<file path="config.mk">
export PLATFORM = sky130hd
export DESIGN_NAME = cidt_core
export DESIGN_NICKNAME = d
export VERILOG_FILES = /design/src/cidt_pkg.sv /design/src/cidt_core.sv
export SDC_FILE = /design/constraint.sdc
export NUM_CORES = 1
export LEC_CHECK = 0
export ABC_AREA = 1
export BUFFER_PORTS_ARGS = -buffer_cell sky130_fd_sc_hd__buf_2
export CORE_MARGIN = 2
export CORE_UTILIZATION = 40
export CTS_BUF_LIST = sky130_fd_sc_hd__clkbuf_16
export CTS_CLUSTER_DIAMETER = 100
export CTS_CLUSTER_SIZE = 30
export DETAILED_ROUTE_END_ITERATION = 10
export SKIP_LAST_GASP = 1
export SYNTH_ARGS = -nofsm -noshare
export SYNTH_HDL_FRONTEND = slang
export SYNTH_SLANG_ARGS = --single-unit
</file>
<file path="constraint.sdc">
create_clock -name ref_clk -period 3.45 [get_ports ref_clk]
set_input_delay 0.345 -clock ref_clk [delete_from_list [all_inputs] [get_ports ref_clk]]
set_output_delay 0.345 -clock ref_clk [all_outputs]
set_load 0.03 [all_outputs]
</file>
<file path="src/cidt_pkg.sv">
// Shared constants, types and encodings for the instruction decode core.
// Assumes one clock and a synchronous active-high reset in every user.
package cidt_pkg;

    // =========================================================
    // Widths and timing
    localparam int INSTR_W = 14;
    localparam int F_W = 7;
    localparam int DATA_W = 8;
    localparam int REG_W = 16;
    localparam int PHASES = 4;

    // =========================================================
    // Quarter-cycle phases of one instruction cycle
    typedef enum logic [1:0] {
        PH_Q1 = 2'b00,
        PH_Q2 = 2'b01,
        PH_Q3 = 2'b10,
        PH_Q4 = 2'b11
    } cidt_phase_t;

    // Group from the two top opcode bits
    typedef enum logic [1:0] {
        GRP_BYTE = 2'b00,
        GRP_BIT = 2'b01,
        GRP_JUMP = 2'b10,
        GRP_LIT = 2'b11
    } cidt_group_t;

    // =========================================================
    // Byte-oriented operation codes, bits 11:8
    localparam logic [3:0] OP_MOVWF = 4'h0;
    localparam logic [3:0] OP_CLR = 4'h1;
    localparam logic [3:0] OP_SUB = 4'h2;
    localparam logic [3:0] OP_DEC = 4'h3;
    localparam logic [3:0] OP_IOR = 4'h4;
    localparam logic [3:0] OP_AND = 4'h5;
    localparam logic [3:0] OP_XOR = 4'h6;
    localparam logic [3:0] OP_ADD = 4'h7;
    localparam logic [3:0] OP_MOV = 4'h8;
    localparam logic [3:0] OP_COM = 4'h9;
    localparam logic [3:0] OP_INC = 4'hA;
    localparam logic [3:0] OP_DECSZ = 4'hB;
    localparam logic [3:0] OP_RRF = 4'hC;
    localparam logic [3:0] OP_RLF = 4'hD;
    localparam logic [3:0] OP_SWAP = 4'hE;
    localparam logic [3:0] OP_INCSZ = 4'hF;

    // Control codes in the low seven bits when bits 13:7 are zero
    localparam logic [6:0] CTL_RETURN = 7'h08;
    localparam logic [6:0] CTL_RETFIE = 7'h09;
    localparam logic [6:0] CTL_SLEEP = 7'h63;
    localparam logic [6:0] CTL_CLRWDT = 7'h64;

    // =========================================================
    // Register port map
    localparam logic [7:0] REG_CTRL = 8'h00;
    localparam logic [7:0] REG_STATUS = 8'h04;
    localparam logic [7:0] REG_WREG = 8'h08;
    localparam logic [7:0] REG_PC = 8'h0C;
    localparam int CTRL_RUN_BIT = 0;
    localparam int CTRL_PSA_BIT = 1;
    localparam logic [1:0] CTRL_RESET = 2'h1;
    localparam logic [13:0] INSTR_RESET = 14'h0000;

    // Decoded instruction fields
    typedef struct packed {
        cidt_group_t group;
        logic [3:0] op;
        logic dest;
        logic [F_W-1:0] faddr;
        logic [2:0] bsel;
        logic [7:0] k8;
        logic [10:0] k11;
    } cidt_decode_t;

    typedef struct packed {
        logic zero;
        logic nibble_carry;
        logic carry;
    } cidt_flags_t;

    localparam cidt_flags_t FLAGS_RESET = 3'h0;

endpackage

</file>
<file path="src/cidt_core.sv">
// Instruction decode and cycle sequencer for a 14-bit-word 8-bit core.
// Assumes program memory answers prog_addr by phase Q4 and the file
// side returns read data in the cycle after file_rd_en, held through Q3.
`timescale 1ns/1ns

module cidt_core #(
    parameter int PC_W = 11,
    parameter int STACK_DEPTH = 8,
    parameter logic [6:0] TIMER_ZERO_ADDR = 7'h01,
    parameter logic [6:0] PORT_ADDR_A = 7'h05,
    parameter logic [6:0] PORT_ADDR_B = 7'h07
) (
    input wire logic ref_clk,
    input wire logic sys_rst,
    input wire logic [7:0] reg_addr,
    input wire logic [15:0] reg_wdata,
    input wire logic reg_wr,
    input wire logic reg_rd,
    output logic [15:0] reg_rdata,
    output logic [PC_W-1:0] prog_addr,
    input wire logic [13:0] instr_word,
    output logic [6:0] file_addr,
    output logic file_rd_en,
    output logic file_rd_from_pins,
    input wire logic [7:0] file_rd_data,
    output logic file_wr_en,
    output logic [7:0] file_wr_data,
    output logic pin_change_mismatch_clear,
    output logic prescaler_clear,
    output logic wdt_clear,
    output logic sleep_req,
    output logic cycle_start,
    output logic [7:0] w_value,
    output logic timeout_flag,
    output logic powerdown_flag
);

    localparam int SP_W = $clog2(STACK_DEPTH);

    cidt_pkg::cidt_phase_t phase;
    cidt_pkg::cidt_decode_t dec;
    cidt_pkg::cidt_flags_t flags;
    cidt_pkg::cidt_flags_t next_flags;
    cidt_pkg::cidt_flags_t flags_q3;
    logic [1:0] ctrl;
    logic run;
    logic [13:0] instr_reg;
    logic flush;
    logic exec;
    logic [PC_W-1:0] pc;
    logic [PC_W-1:0] stack_mem [STACK_DEPTH];
    logic [SP_W-1:0] sp;
    logic [7:0] w;
    logic [7:0] opnd;
    logic [7:0] addend;
    logic [7:0] mask;
    logic [8:0] sum9;
    logic [4:0] nib5;
    logic is_sub;
    logic [7:0] next_res;
    logic [7:0] res_q3;
    logic next_skip;
    logic skip_q3;
    logic names_file;
    logic wr_file;
    logic wr_w;
    logic do_goto;
    logic do_call;
    logic do_ret;
    logic is_retfie;
    logic is_sleep;
    logic is_clrwdt;
    logic is_port;
    logic gie;
    logic q4_tick;

    assign run = ctrl[cidt_pkg::CTRL_RUN_BIT];
    assign q4_tick = run && (phase == cidt_pkg::PH_Q4);
    assign exec = !flush;

    // =========================================================
    // Quarter-cycle sequencer
    always_ff @(posedge ref_clk) begin
        if (sys_rst) begin
            phase <= cidt_pkg::PH_Q1;
        end else if (run) begin
            unique case (phase)
                cidt_pkg::PH_Q1: phase <= cidt_pkg::PH_Q2;
                cidt_pkg::PH_Q2: phase <= cidt_pkg::PH_Q3;
                cidt_pkg::PH_Q3: phase <= cidt_pkg::PH_Q4;
                cidt_pkg::PH_Q4: phase <= cidt_pkg::PH_Q1;
            endcase
        end
    end

    assign cycle_start = run && (phase == cidt_pkg::PH_Q1);

    // =========================================================
    // Field split
    always_comb begin
        dec.group = cidt_pkg::cidt_group_t'(instr_reg[13:12]);
        dec.op = instr_reg[11:8];
        dec.dest = instr_reg[7];
        dec.faddr = instr_reg[6:0];
        dec.bsel = instr_reg[9:7];
        dec.k8 = instr_reg[7:0];
        dec.k11 = instr_reg[10:0];
    end

    assign file_addr = dec.faddr;
    assign is_port = (dec.faddr == PORT_ADDR_A) || (dec.faddr == PORT_ADDR_B);

    // =========================================================
    // Group and control decode
    always_comb begin
        names_file = 1'b0;
        wr_file = 1'b0;
        wr_w = 1'b0;
        do_goto = 1'b0;
        do_call = 1'b0;
        do_ret = 1'b0;
        is_retfie = 1'b0;
        is_sleep = 1'b0;
        is_clrwdt = 1'b0;
        unique case (dec.group)
            cidt_pkg::GRP_BYTE: begin
                if (dec.op == cidt_pkg::OP_MOVWF && !dec.dest) begin
                    // Unlisted low codes fall to no-op
                    do_ret = (dec.faddr == cidt_pkg::CTL_RETURN)
                        || (dec.faddr == cidt_pkg::CTL_RETFIE);
                    is_retfie = dec.faddr == cidt_pkg::CTL_RETFIE;
                    is_sleep = dec.faddr == cidt_pkg::CTL_SLEEP;
                    is_clrwdt = dec.faddr == cidt_pkg::CTL_CLRWDT;
                end else if (dec.op == cidt_pkg::OP_CLR && !dec.dest) begin
                    wr_w = 1'b1;
                end else begin
                    names_file = 1'b1;
                    wr_file = dec.dest;
                    wr_w = !dec.dest;
                end
            end
            cidt_pkg::GRP_BIT: begin
                names_file = 1'b1;
                wr_file = !dec.op[3];
            end
            cidt_pkg::GRP_JUMP: begin
                do_goto = dec.op[3];
                do_call = !dec.op[3];
            end
            cidt_pkg::GRP_LIT: begin
                wr_w = (dec.op != 4'hB);
                do_ret = (dec.op[3:2] == 2'b01);
            end
        endcase
    end

    // =========================================================
    // Arithmetic and logic
    assign opnd = (dec.group == cidt_pkg::GRP_LIT) ? dec.k8 : file_rd_data;
    assign is_sub = ((dec.group == cidt_pkg::GRP_BYTE) && (dec.op == cidt_pkg::OP_SUB))
        || ((dec.group == cidt_pkg::GRP_LIT) && (dec.op[3:1] == 3'b110));
    assign addend = is_sub ? ~w : w;
    assign sum9 = {1'b0, opnd} + {1'b0, addend} + {8'h00, is_sub};
    assign nib5 = {1'b0, opnd[3:0]} + {1'b0, addend[3:0]} + {4'h0, is_sub};
    assign mask = 8'h01 << dec.bsel;

    always_comb begin
        next_res = 8'h00;
        next_flags = flags;
        next_skip = 1'b0;
        unique case (dec.group)
            cidt_pkg::GRP_BYTE: begin
                unique case (dec.op)
                    cidt_pkg::OP_MOVWF: next_res = w;
                    cidt_pkg::OP_CLR: next_res = 8'h00;
                    cidt_pkg::OP_SUB,
                    cidt_pkg::OP_ADD: begin
                        next_res = sum9[7:0];
                        next_flags.carry = sum9[8];
                        next_flags.nibble_carry = nib5[4];
                    end
                    cidt_pkg::OP_DEC,
                    cidt_pkg::OP_DECSZ: next_res = opnd - 8'h01;
                    cidt_pkg::OP_IOR: next_res = opnd | w;
                    cidt_pkg::OP_AND: next_res = opnd & w;
                    cidt_pkg::OP_XOR: next_res = opnd ^ w;
                    cidt_pkg::OP_MOV: next_res = opnd;
                    cidt_pkg::OP_COM: next_res = ~opnd;
                    cidt_pkg::OP_INC,
                    cidt_pkg::OP_INCSZ: next_res = opnd + 8'h01;
                    cidt_pkg::OP_RRF: begin
                        next_res = {flags.carry, opnd[7:1]};
                        next_flags.carry = opnd[0];
                    end
                    cidt_pkg::OP_RLF: begin
                        next_res = {opnd[6:0], flags.carry};
                        next_flags.carry = opnd[7];
                    end
                    cidt_pkg::OP_SWAP: next_res = {opnd[3:0], opnd[7:4]};
                endcase
                // Zero untouched by MOVWF, skips, rotates and swap
                if (!(dec.op inside {cidt_pkg::OP_MOVWF, cidt_pkg::OP_DECSZ,
                        cidt_pkg::OP_INCSZ, cidt_pkg::OP_RRF, cidt_pkg::OP_RLF,
                        cidt_pkg::OP_SWAP}) && (names_file || wr_w)) begin
                    next_flags.zero = (next_res == 8'h00);
                end
                if (dec.op == cidt_pkg::OP_DECSZ || dec.op == cidt_pkg::OP_INCSZ) begin
                    next_skip = (next_res == 8'h00);
                end
            end
            cidt_pkg::GRP_BIT: begin
                unique case (dec.op[3:2])
                    2'b00: next_res = opnd & ~mask;
                    2'b01: next_res = opnd | mask;
                    2'b10: next_skip = !opnd[dec.bsel];
                    2'b11: next_skip = opnd[dec.bsel];
                endcase
            end
            cidt_pkg::GRP_JUMP: next_res = w;
            cidt_pkg::GRP_LIT: begin
                unique casez (dec.op)
                    4'b00??,
                    4'b01??: next_res = dec.k8;
                    4'b11??: begin
                        next_res = sum9[7:0];
                        next_flags.carry = sum9[8];
                        next_flags.nibble_carry = nib5[4];
                        next_flags.zero = (sum9[7:0] == 8'h00);
                    end
                    4'b1000: next_res = dec.k8 | w;
                    4'b1001: next_res = dec.k8 & w;
                    4'b1010: next_res = dec.k8 ^ w;
                    default: next_res = w;
                endcase
                if ((dec.op[3:2] == 2'b10) && (dec.op[1:0] != 2'b11)) begin
                    next_flags.zero = (next_res == 8'h00);
                end
            end
        endcase
    end

    // Result captured at the end of Q3, after read data has settled
    always_ff @(posedge ref_clk) begin
        if (sys_rst) begin
            res_q3 <= 8'h00;
            flags_q3 <= cidt_pkg::FLAGS_RESET;
            skip_q3 <= 1'b0;
        end else if (run && phase == cidt_pkg::PH_Q3) begin
            res_q3 <= next_res;
            flags_q3 <= next_flags;
            skip_q3 <= next_skip;
        end
    end

    // =========================================================
    // File side strobes
    // Read issued for clears too; the port read side effect is intended
    assign file_rd_en = run && (phase == cidt_pkg::PH_Q2) && names_file && exec;
    assign file_rd_from_pins = file_rd_en && is_port;
    assign pin_change_mismatch_clear = file_rd_en && is_port;
    assign file_wr_en = q4_tick && wr_file && exec;
    assign file_wr_data = res_q3;
    assign prescaler_clear = file_wr_en && (dec.faddr == TIMER_ZERO_ADDR)
        && ctrl[cidt_pkg::CTRL_PSA_BIT];
    assign wdt_clear = q4_tick && exec && is_clrwdt;
    assign sleep_req = q4_tick && exec && is_sleep;

    // =========================================================
    // Working register and flags
    always_ff @(posedge ref_clk) begin
        if (sys_rst) begin
            w <= 8'h00;
        end else if (q4_tick && exec && wr_w) begin
            w <= res_q3;
        end
    end

    always_ff @(posedge ref_clk) begin
        if (sys_rst) begin
            flags <= cidt_pkg::FLAGS_RESET;
        end else if (q4_tick && exec) begin
            flags <= flags_q3;
        end
    end

    // Power flags start set; sleep and watchdog clear rewrite them
    always_ff @(posedge ref_clk) begin
        if (sys_rst) begin
            timeout_flag <= 1'b1;
            powerdown_flag <= 1'b1;
        end else if (q4_tick && exec && (is_sleep || is_clrwdt)) begin
            timeout_flag <= 1'b1;
            powerdown_flag <= is_clrwdt;
        end
    end

    always_ff @(posedge ref_clk) begin
        if (sys_rst) begin
            gie <= 1'b0;
        end else if (q4_tick && exec && is_retfie) begin
            gie <= 1'b1;
        end
    end

    assign w_value = w;

    // =========================================================
    // Fetch, program counter and stack
    // Stack wraps silently on overflow, as a hardware stack does
    always_ff @(posedge ref_clk) begin
        if (sys_rst) begin
            pc <= '0;
            sp <= '0;
        end else if (q4_tick) begin
            if (exec && (do_goto || do_call)) begin
                pc <= PC_W'(dec.k11);
            end else if (exec && do_ret) begin
                pc <= stack_mem[sp - 1'b1];
            end else begin
                pc <= pc + 1'b1;
            end
            if (exec && do_call) begin
                sp <= sp + 1'b1;
            end else if (exec && do_ret) begin
                sp <= sp - 1'b1;
            end
        end
    end

    always_ff @(posedge ref_clk) begin
        if (q4_tick && exec && do_call) begin
            stack_mem[sp] <= pc;
        end
    end

    assign prog_addr = pc;

    // Fetched word discarded as a no-op after a taken branch or skip
    always_ff @(posedge ref_clk) begin
        if (sys_rst) begin
            instr_reg <= cidt_pkg::INSTR_RESET;
            flush <= 1'b1;
        end else if (q4_tick) begin
            instr_reg <= instr_word;
            flush <= exec && (do_goto || do_call || do_ret || skip_q3);
        end
    end

    // =========================================================
    // Register port
    always_ff @(posedge ref_clk) begin
        if (sys_rst) begin
            ctrl <= cidt_pkg::CTRL_RESET;
        end else if (reg_wr && reg_addr == cidt_pkg::REG_CTRL) begin
            ctrl <= reg_wdata[1:0];
        end
    end

    always_ff @(posedge ref_clk) begin
        if (sys_rst) begin
            reg_rdata <= 16'h0000;
        end else begin
            reg_rdata <= 16'h0000;
            if (reg_rd) begin
                unique case (reg_addr)
                    cidt_pkg::REG_CTRL: reg_rdata <= {14'h0000, ctrl};
                    cidt_pkg::REG_STATUS: reg_rdata <= {5'h00, phase, gie, flush,
                        instr_reg[13:12], timeout_flag, powerdown_flag, flags};
                    cidt_pkg::REG_WREG: reg_rdata <= {8'h00, w};
                    cidt_pkg::REG_PC: reg_rdata <= 16'(pc);
                    default: reg_rdata <= 16'h0000;
                endcase
            end
        end
    end

endmodule

</file>
* After elaboration in Yosys (flattened, before gate mapping) *
Memory sizes are Yosys's and may differ from the RTL's.
Index checks and enable logic that the tools add are counted.

word-level totals
  register bits = 74
  RAM bits = 88
  input bits = 50
  output and inout bits = 60
  logic and storage cells = 184
  memories = 1

operators by class
  add/subtract/negate cells = 9
  $lt $le $gt $ge = 1
  eq/ne operators = 37
  shift-type cells = 1
  mux-type cells = 46
  bitwise logic cells = 12
  reductions and logical operators = 59

memory list
  name       words  bits a word  rd ports  clocked after Yosys merged registers in  wr ports  RTL line         source
  stack_mem  8      11           1         0                                        1         cidt_core.sv:51  logic [PC_W-1:0] stack_mem [STACK_DEPTH];

operators by type and width
  kind                                           count
  one-hot mux 8 bit (13 select lines)            1
  one-hot mux 11 bit (4 select lines)            1
  one-hot mux 8 bit (5 select lines)             1
  == test 4 bit, second input constant           8
  logical NOT 8 bit                              4
  two-way mux 8 bit                              4
  one-hot mux 8 bit (4 select lines)             1
  logical AND 1 bit                              29
  AND 8 bit                                      3
  NOT 8 bit                                      3
  bitwise OR 8 bit                               3
  two-way mux 1 bit                              22
  two-way mux 11 bit                             2
  == test 4 x 3 -> 1 bit, second input constant  4
  == test 8 x 4 -> 1 bit, second input constant  2
  one-hot mux 8 bit (2 select lines)             1
  bitwise XOR 8 bit                              2
  == test 7 x 3 -> 1 bit, second input constant  2
  == test 7 x 4 -> 1 bit, second input constant  2
  == test 7 bit, second input constant           2
  == test 2 bit, second input constant           6
  one-hot mux 1 bit (2 select lines)             6
  adder 11 x 1 -> 11 bit, second input constant  1
  OR reduction 2 bit                             5
  other kinds (31)                               50

* Depth between registers and ports, before layout *
  word-level depth = 11
  gate-level depth with buffers = 27
  gate-level depth less buffers = 26

* Least setup slack after synthesis *
Ideal clock, no wire load.

  kind = register to register
  start = reg instr_reg[12]
  end = reg flags_q3[2] in the netlist's numbering
  library setup time = 67 ps
  arrival = 3161 ps
  required time = 3383 ps
  slack = 222 ps
  stages on the path, launching flop included = 25
  buffers on the path = 2
  period minus slack after synthesis = 3228 ps
  cells stage by stage = dfxtp_1 > ha_1 > buf_6 > buf_6 > nand4_1 > nand2_1 > xor2_1 > inv_1 > fa_1 > nand3b_1 > nand2_1 > nand3_1 > nand2_1 > nand2_1 > nand2_1 > nor2_1 > nor3_1 > nand3b_1 > nor2_1 > nand3_1 > nand2_1 > nand2_1 > nand2_1 > nand2_1 > a21oi_2

between the ends
  word-level cells in the longest chain between the ends = 11
  elaborated cells on any way between the ends = 31
  those cells by class = add/sub: 4; eq/ne: 2; mux: 12; bitwise: 4; reduce/logical: 9

RTL lines
  element                                                                                           RTL line                            source
  start, declared                                                                                   cidt_core.sv:47                     logic [13:0] instr_reg;
  start signal, assigned                                                                            cidt_core.sv:341                    instr_reg <= cidt_pkg::INSTR_RESET;
  start signal, assigned                                                                            cidt_core.sv:344                    instr_reg <= instr_word;
  == test 2 bit / logical NOT 2 bit (equally long branches)                                         n/a
  logical AND 1 bit, on equally long branches                                                       cidt_core.sv:161, cidt_core.sv:160
  logical OR 1 bit                                                                                  cidt_core.sv:161                    || ((dec.group == cidt_pkg::GRP_LIT) && (dec.op[3:1] == 3'b110));
  two-way mux 8 bit                                                                                 cidt_core.sv:162                    assign addend = is_sub ? ~w : w;
  adder 8 x 8 -> 9 bit                                                                              cidt_core.sv:163                    assign sum9 = {1'b0, opnd} + {1'b0, addend} + {8'h00, is_sub};
  adder 9 x 1 -> 9 bit                                                                              cidt_core.sv:163
  one-hot mux 8 bit (13 select lines) / one-hot mux 8 bit (5 select lines) (equally long branches)  cidt_core.sv:173, cidt_core.sv:221
  two-way mux 8 bit                                                                                 cidt_core.sv:171                    unique case (dec.group)
  logical NOT 8 bit, on equally long branches                                                       cidt_core.sv:205, cidt_core.sv:236
  two-way mux 1 bit, on equally long branches                                                       cidt_core.sv:202, cidt_core.sv:235
  one-hot mux 3 bit (2 select lines) (*)                                                            cidt_core.sv:171
  end signal, assigned                                                                              cidt_core.sv:246                    flags_q3 <= cidt_pkg::FLAGS_RESET;
  end signal, assigned                                                                              cidt_core.sv:250                    flags_q3 <= next_flags;
  end, declared                                                                                     cidt_core.sv:44                     cidt_pkg::cidt_flags_t flags_q3;

Every way passes the cells marked *; elsewhere a longest branch is shown, timed or not. The select of a mux whose other input is x is not followed.
A chain may end at the register's enable or synchronous reset.

* Final worst setup path *
  start = reg instr_reg[12]
  end = reg skip_q3

between the ends
  word-level cells in the longest chain between the ends = 11
  elaborated cells on any way between the ends = 25
  those cells by class = add/sub: 4; eq/ne: 2; mux: 9; bitwise: 4; reduce/logical: 6

RTL lines
  element                                                    RTL line                            source
  == test 2 bit / logical NOT 2 bit (equally long branches)  n/a
  logical AND 1 bit, on equally long branches                cidt_core.sv:161, cidt_core.sv:160
  logical OR 1 bit                                           cidt_core.sv:161
  two-way mux 8 bit                                          cidt_core.sv:162
  adder 8 x 8 -> 9 bit                                       cidt_core.sv:163
  adder 9 x 1 -> 9 bit                                       cidt_core.sv:163
  one-hot mux 8 bit (13 select lines)                        cidt_core.sv:173                    unique case (dec.op)
  two-way mux 8 bit                                          cidt_core.sv:171
  logical NOT 8 bit                                          cidt_core.sv:208                    next_skip = (next_res == 8'h00);
  two-way mux 1 bit                                          cidt_core.sv:207                    if (dec.op == cidt_pkg::OP_DECSZ || dec.op == cidt_pkg::OP_INCSZ) begin
  one-hot mux 1 bit (2 select lines) (*)                     cidt_core.sv:171
  end signal, assigned                                       cidt_core.sv:251                    skip_q3 <= next_skip;
  end, declared                                              cidt_core.sv:63                     logic skip_q3;

Marks and branches as above.

==> metrics.md <==
| Metric | Value |
|---|---|
| Post-synthesis sequential area ratio | `41.45%` |
| Critical Path RT | `3810 ps` |
| RSZ-0062 raised after global routing | `no` |
| Worst ir drop on vdd | `0.4234 mV` |
| CTS tree | `yes` |
| Depth of the most critical reg-to-reg path | `20` |
| Dominant cells by area after synthesis | `edfxtp_1 27%, dfxtp_1 14%, nand2_1 9.3%` |
| R2R Setup Slk | `230 ps` |
| Iteration-0 DRC count of the detailed router | `932` |
| Area delta synth->final | `18.29%` |
| Mapped Cells | `1217` |
| Setup CP Type | `reg -> reg` |
| Via density | `5.602` |
| Final net count | `1441` |
| Fill cells | `2494` |
| Hold depth | `3` |
| Worst R2R End | `skip_q3` |
| Comb power frac | `27.4%` |
| Clock-pin slew on the worst setup and hold paths | `60 ps` |
| Max-Cap Viols | `0` |
| Gr usage total | `27.02%` |
| Crit end category | `register` |
| Run status | `completed` |
| Vias | `9378` |
| Clock skew | `24.51 ps` |
| NetSw | `1.969 mW` |
| Worst Hold End | `ctrl[0]` |
| Sequential Power Share | `38.9%` |
| Post-Syn Area | `9707 µm²` |
| Hpwl dp | `25.87 mm` |
| Die Width | `159.8 µm` |
| Worst hold path type | `in -> reg` |
| GRT Residual Overflow | `0` |
| CP max-delay cell | `dfxtp_4` |
| Wirelength per Cell | `20.81 µm` |
| Final setup fails | `0` |
| Worst-path fanout max | `6` |
| Max Slew Vio Count | `0` |
| GPL Wtd Cong | `1.010` |
| Largest net degree at the start of global routing | `47` |
| Synth top area share | `27.22%` |
| Initial Util | `40.27%` |
| Final worst setup slack | `233.2 ps` |
| I/O pins | `110` |
| Switch share | `35.75%` |
| Mean Syn Cell Area | `7.976 µm²` |
| Inserted Diodes | `0` |
| # rows | `57` |
| Worst hold slack | `139.6 ps` |
| Detail Route Antenna Nets | `0` |
| Area leader, netlist | `edfxtp_1` |
| Vias in the first global route | `8843` |
| Min Clock Period, post-route | `3217 ps` |
| Die area | `25530 µm²` |
| Max-slew headroom | `46.12%` |
| Post-route DRC | `0` |
| Type of origin of the critical path | `register` |
| Initial antenna violation count | `0` |
| CTS H-Tree Depth | `4` |
| Largest register FFs | `88` |
| Root Buffer | `clkbuf_16` |
| TNS Setup | `0 ps` |
| Hold_sp | `reg_wdata[0]` |
| Clk_lat worst skew | `440 ps` |
| WP data arrival | `3570 ps` |
| #FFs+latches synth | `157` |
| First-pass GRT wire length | `52.90 mm` |
| YS warnings | `0` |
| Hold buffer count at CTS | `0` |
| Leak | `4.828 nW` |
| Max Root-Sink Buffers | `2` |
| Max incr delay on CP | `380 ps` |
| Tcrit/Tclk final | `93.24%` |
| Clock share of power | `33.7%` |
| Final std cells w/o fill | `1674` |
| Core area | `24110 µm²` |
| Buffers on Ports | `89` |
| Drt first pass iters | `6` |
| Reg2reg start | `instr_reg[12]` |
| CTS sink count | `157` |
| Routed WL | `34.83 mm` |
| Synth unique cells | `54` |
| Die H | `159.8 µm` |
| CP delay by family, top | `simple AND/OR/NAND/NOR gates` |
| Final hold viol count | `0` |
| Overall Power | `5.508 mW` |
| DP Worst Slack | `55.72 ps` |
| Max Clk Rate | `0.3109 GHz` |
| CTS buffer count | `17` |
| WP buf/inv | `3` |
| Pwr dens | `479.7 nW/µm²` |
| Critical path, cell by cell | `inv_4 > ha_4 > nand3_1 > nand2_2 > buf_4 > xor2_1 > ha_1 > a21oi_1 > nand3_1 > nand3_1 > nand2_1 > inv_1 > nand2_1 > nand2_1 > nand3_1 > nor2_2 > nand2_1 > nor3b_1 > nor3_1 > nor2_1` |
| Layout cells sized above 1 | `18.74%` |
| Pint | `3.539 mW` |
| Placed Cells | `1641` |
| Worst slew pin tran | `805.2 ps` |
==> kinds of logic (layout without fill, tap and decap cells) <==
kind of cell | count (synthesis) | after routing | synth area share, %
xor gates and xnor gates | 21 | 21 | 1.895
other | 2 | 6 | 0.07737
adders and majority gates | 54 | 54 | 7.038
muxes | 10 | 10 | 1.031
AOI/OAI and AO/OA | 310 | 310 | 18.99
DFF | 157 | 157 | 41.45
and+or+nand+nor | 491 | 491 | 21.89
buffers and inverters | 172 | 301 | 7.631
==> stage by stage <==
step,area [µm²],util [%]
final,11480,47.63
after global routing,11480,47.63
after CTS,11360,47.14
after detailed placement,10790,44.75
after global placement,10790,44.75
after floorplan,9722,-
==> power groups by stage <==
stage,clock (mW),sequential [mW],combinational (mW)
after CTS,1.87,2.13,1.44
after global placement,0,2.17,1.43
after floorplan,0,2.20,0.911
after detailed placement,0,2.17,1.43
final,1.86,2.14,1.51
after global routing,1.95,2.15,1.64
==> worst register-to-register path, cell delays in order (launching register included) <==
cell	delay (ps)
dfxtp_4	380
inv_4	50
ha_4	170
nand3_1	130
nand2_2	110
buf_4	180
xor2_1	140
ha_1	360
a21oi_1	240
nand3_1	190
nand3_1	170
nand2_1	70
inv_1	50
nand2_1	100
nand2_1	110
nand3_1	80
nor2_2	150
nand2_1	60
nor3b_1	220
nor3_1	80
nor2_1	110
==> cells in the mapped netlist (all sizes together) <==
cell type and n:
xnor2 3, dfxtp 69, nand4 8, nand2 252, a221oi 2, a41oi 2, o2bb2ai 3, nand3 68
edfxtp 88, o311ai 4, a211oi 4, buf 27, o2111ai 1, nand3b 9, a311oi 1, o21a 2
fa 1, nor2 128, inv 110, a21o 1, o21ai 133, mux2i 10, nor3 15, o211ai 14
o22ai 25, a31oi 14, clkbuf 33, o31ai 2, nor4b 1, o211a 1, nor4 8, conb 2
nor3b 2, clkinv 2, o221ai 20, a21oi 78, ha 53, xor2 18, a22oi 3
==> final cells by class <==
type / instances / area (µm²) / area share (%)
multi-input cells: 892 / 5076 / 44.21
flip-flops and latches: 157 / 4033 / 35.12
repair buffers: 157 / 959.7 / 8.358
inverters: 112 / 432.9 / 3.770
clock buffers: 17 / 425.4 / 3.705
well taps: 324 / 405.4 / 3.531
clock inverters: 15 / 150.1 / 1.308
==> what timing repair did <==
item,4_1_cts,5_1_grt
setup endpoints to repair,0,5
resized for setup,0,32
buffers inserted,0,1
==> cell usage in the layout (no fill, tap or decap), drive strengths merged, types with 9 or more instances in the layout <==
cell type,n
edfxtp,88
clkbuf,17
nor3,15
o22ai,25
xor2,18
ha,53
o221ai,20
buf,157
nand3b,9
a21oi,78
a31oi,14
dfxtp,69
nand3,68
o211ai,14
mux2i,10
inv,120
o21ai,133
nor2,128
nand2,252
==> worst max path at each step <==
stage / depth (start not counted) / from / slack (ps) / endpoint
2_1_floorplan: 24 / instr_reg[12] / 220 / flags_q3[2]
3_3_place_gp: 20 / instr_reg[12] / 100 / skip_q3
3_5_place_dp: 20 / instr_reg[12] / 60 / skip_q3
4_1_cts: 22 / instr_reg[13] / 1 / flags_q3[2]
5_1_grt: 28 / instr_reg[12] / 8 / flags_q3[2]
6_report: 20 / instr_reg[12] / 230 / skip_q3
==> routing by layer <==
layer | up-vias | global-route usage (%) | share of wire [%]
met5 | - | 0 | 0
met4 | 0 | 12.04 | 4.7
met3 | 95 | 3.870 | 6.2
met2 | 409 | 45.47 | 48
met1 | 4413 | 34.61 | 41
li1 | 4461 | - | -
(Power assumes the default switching activity.)
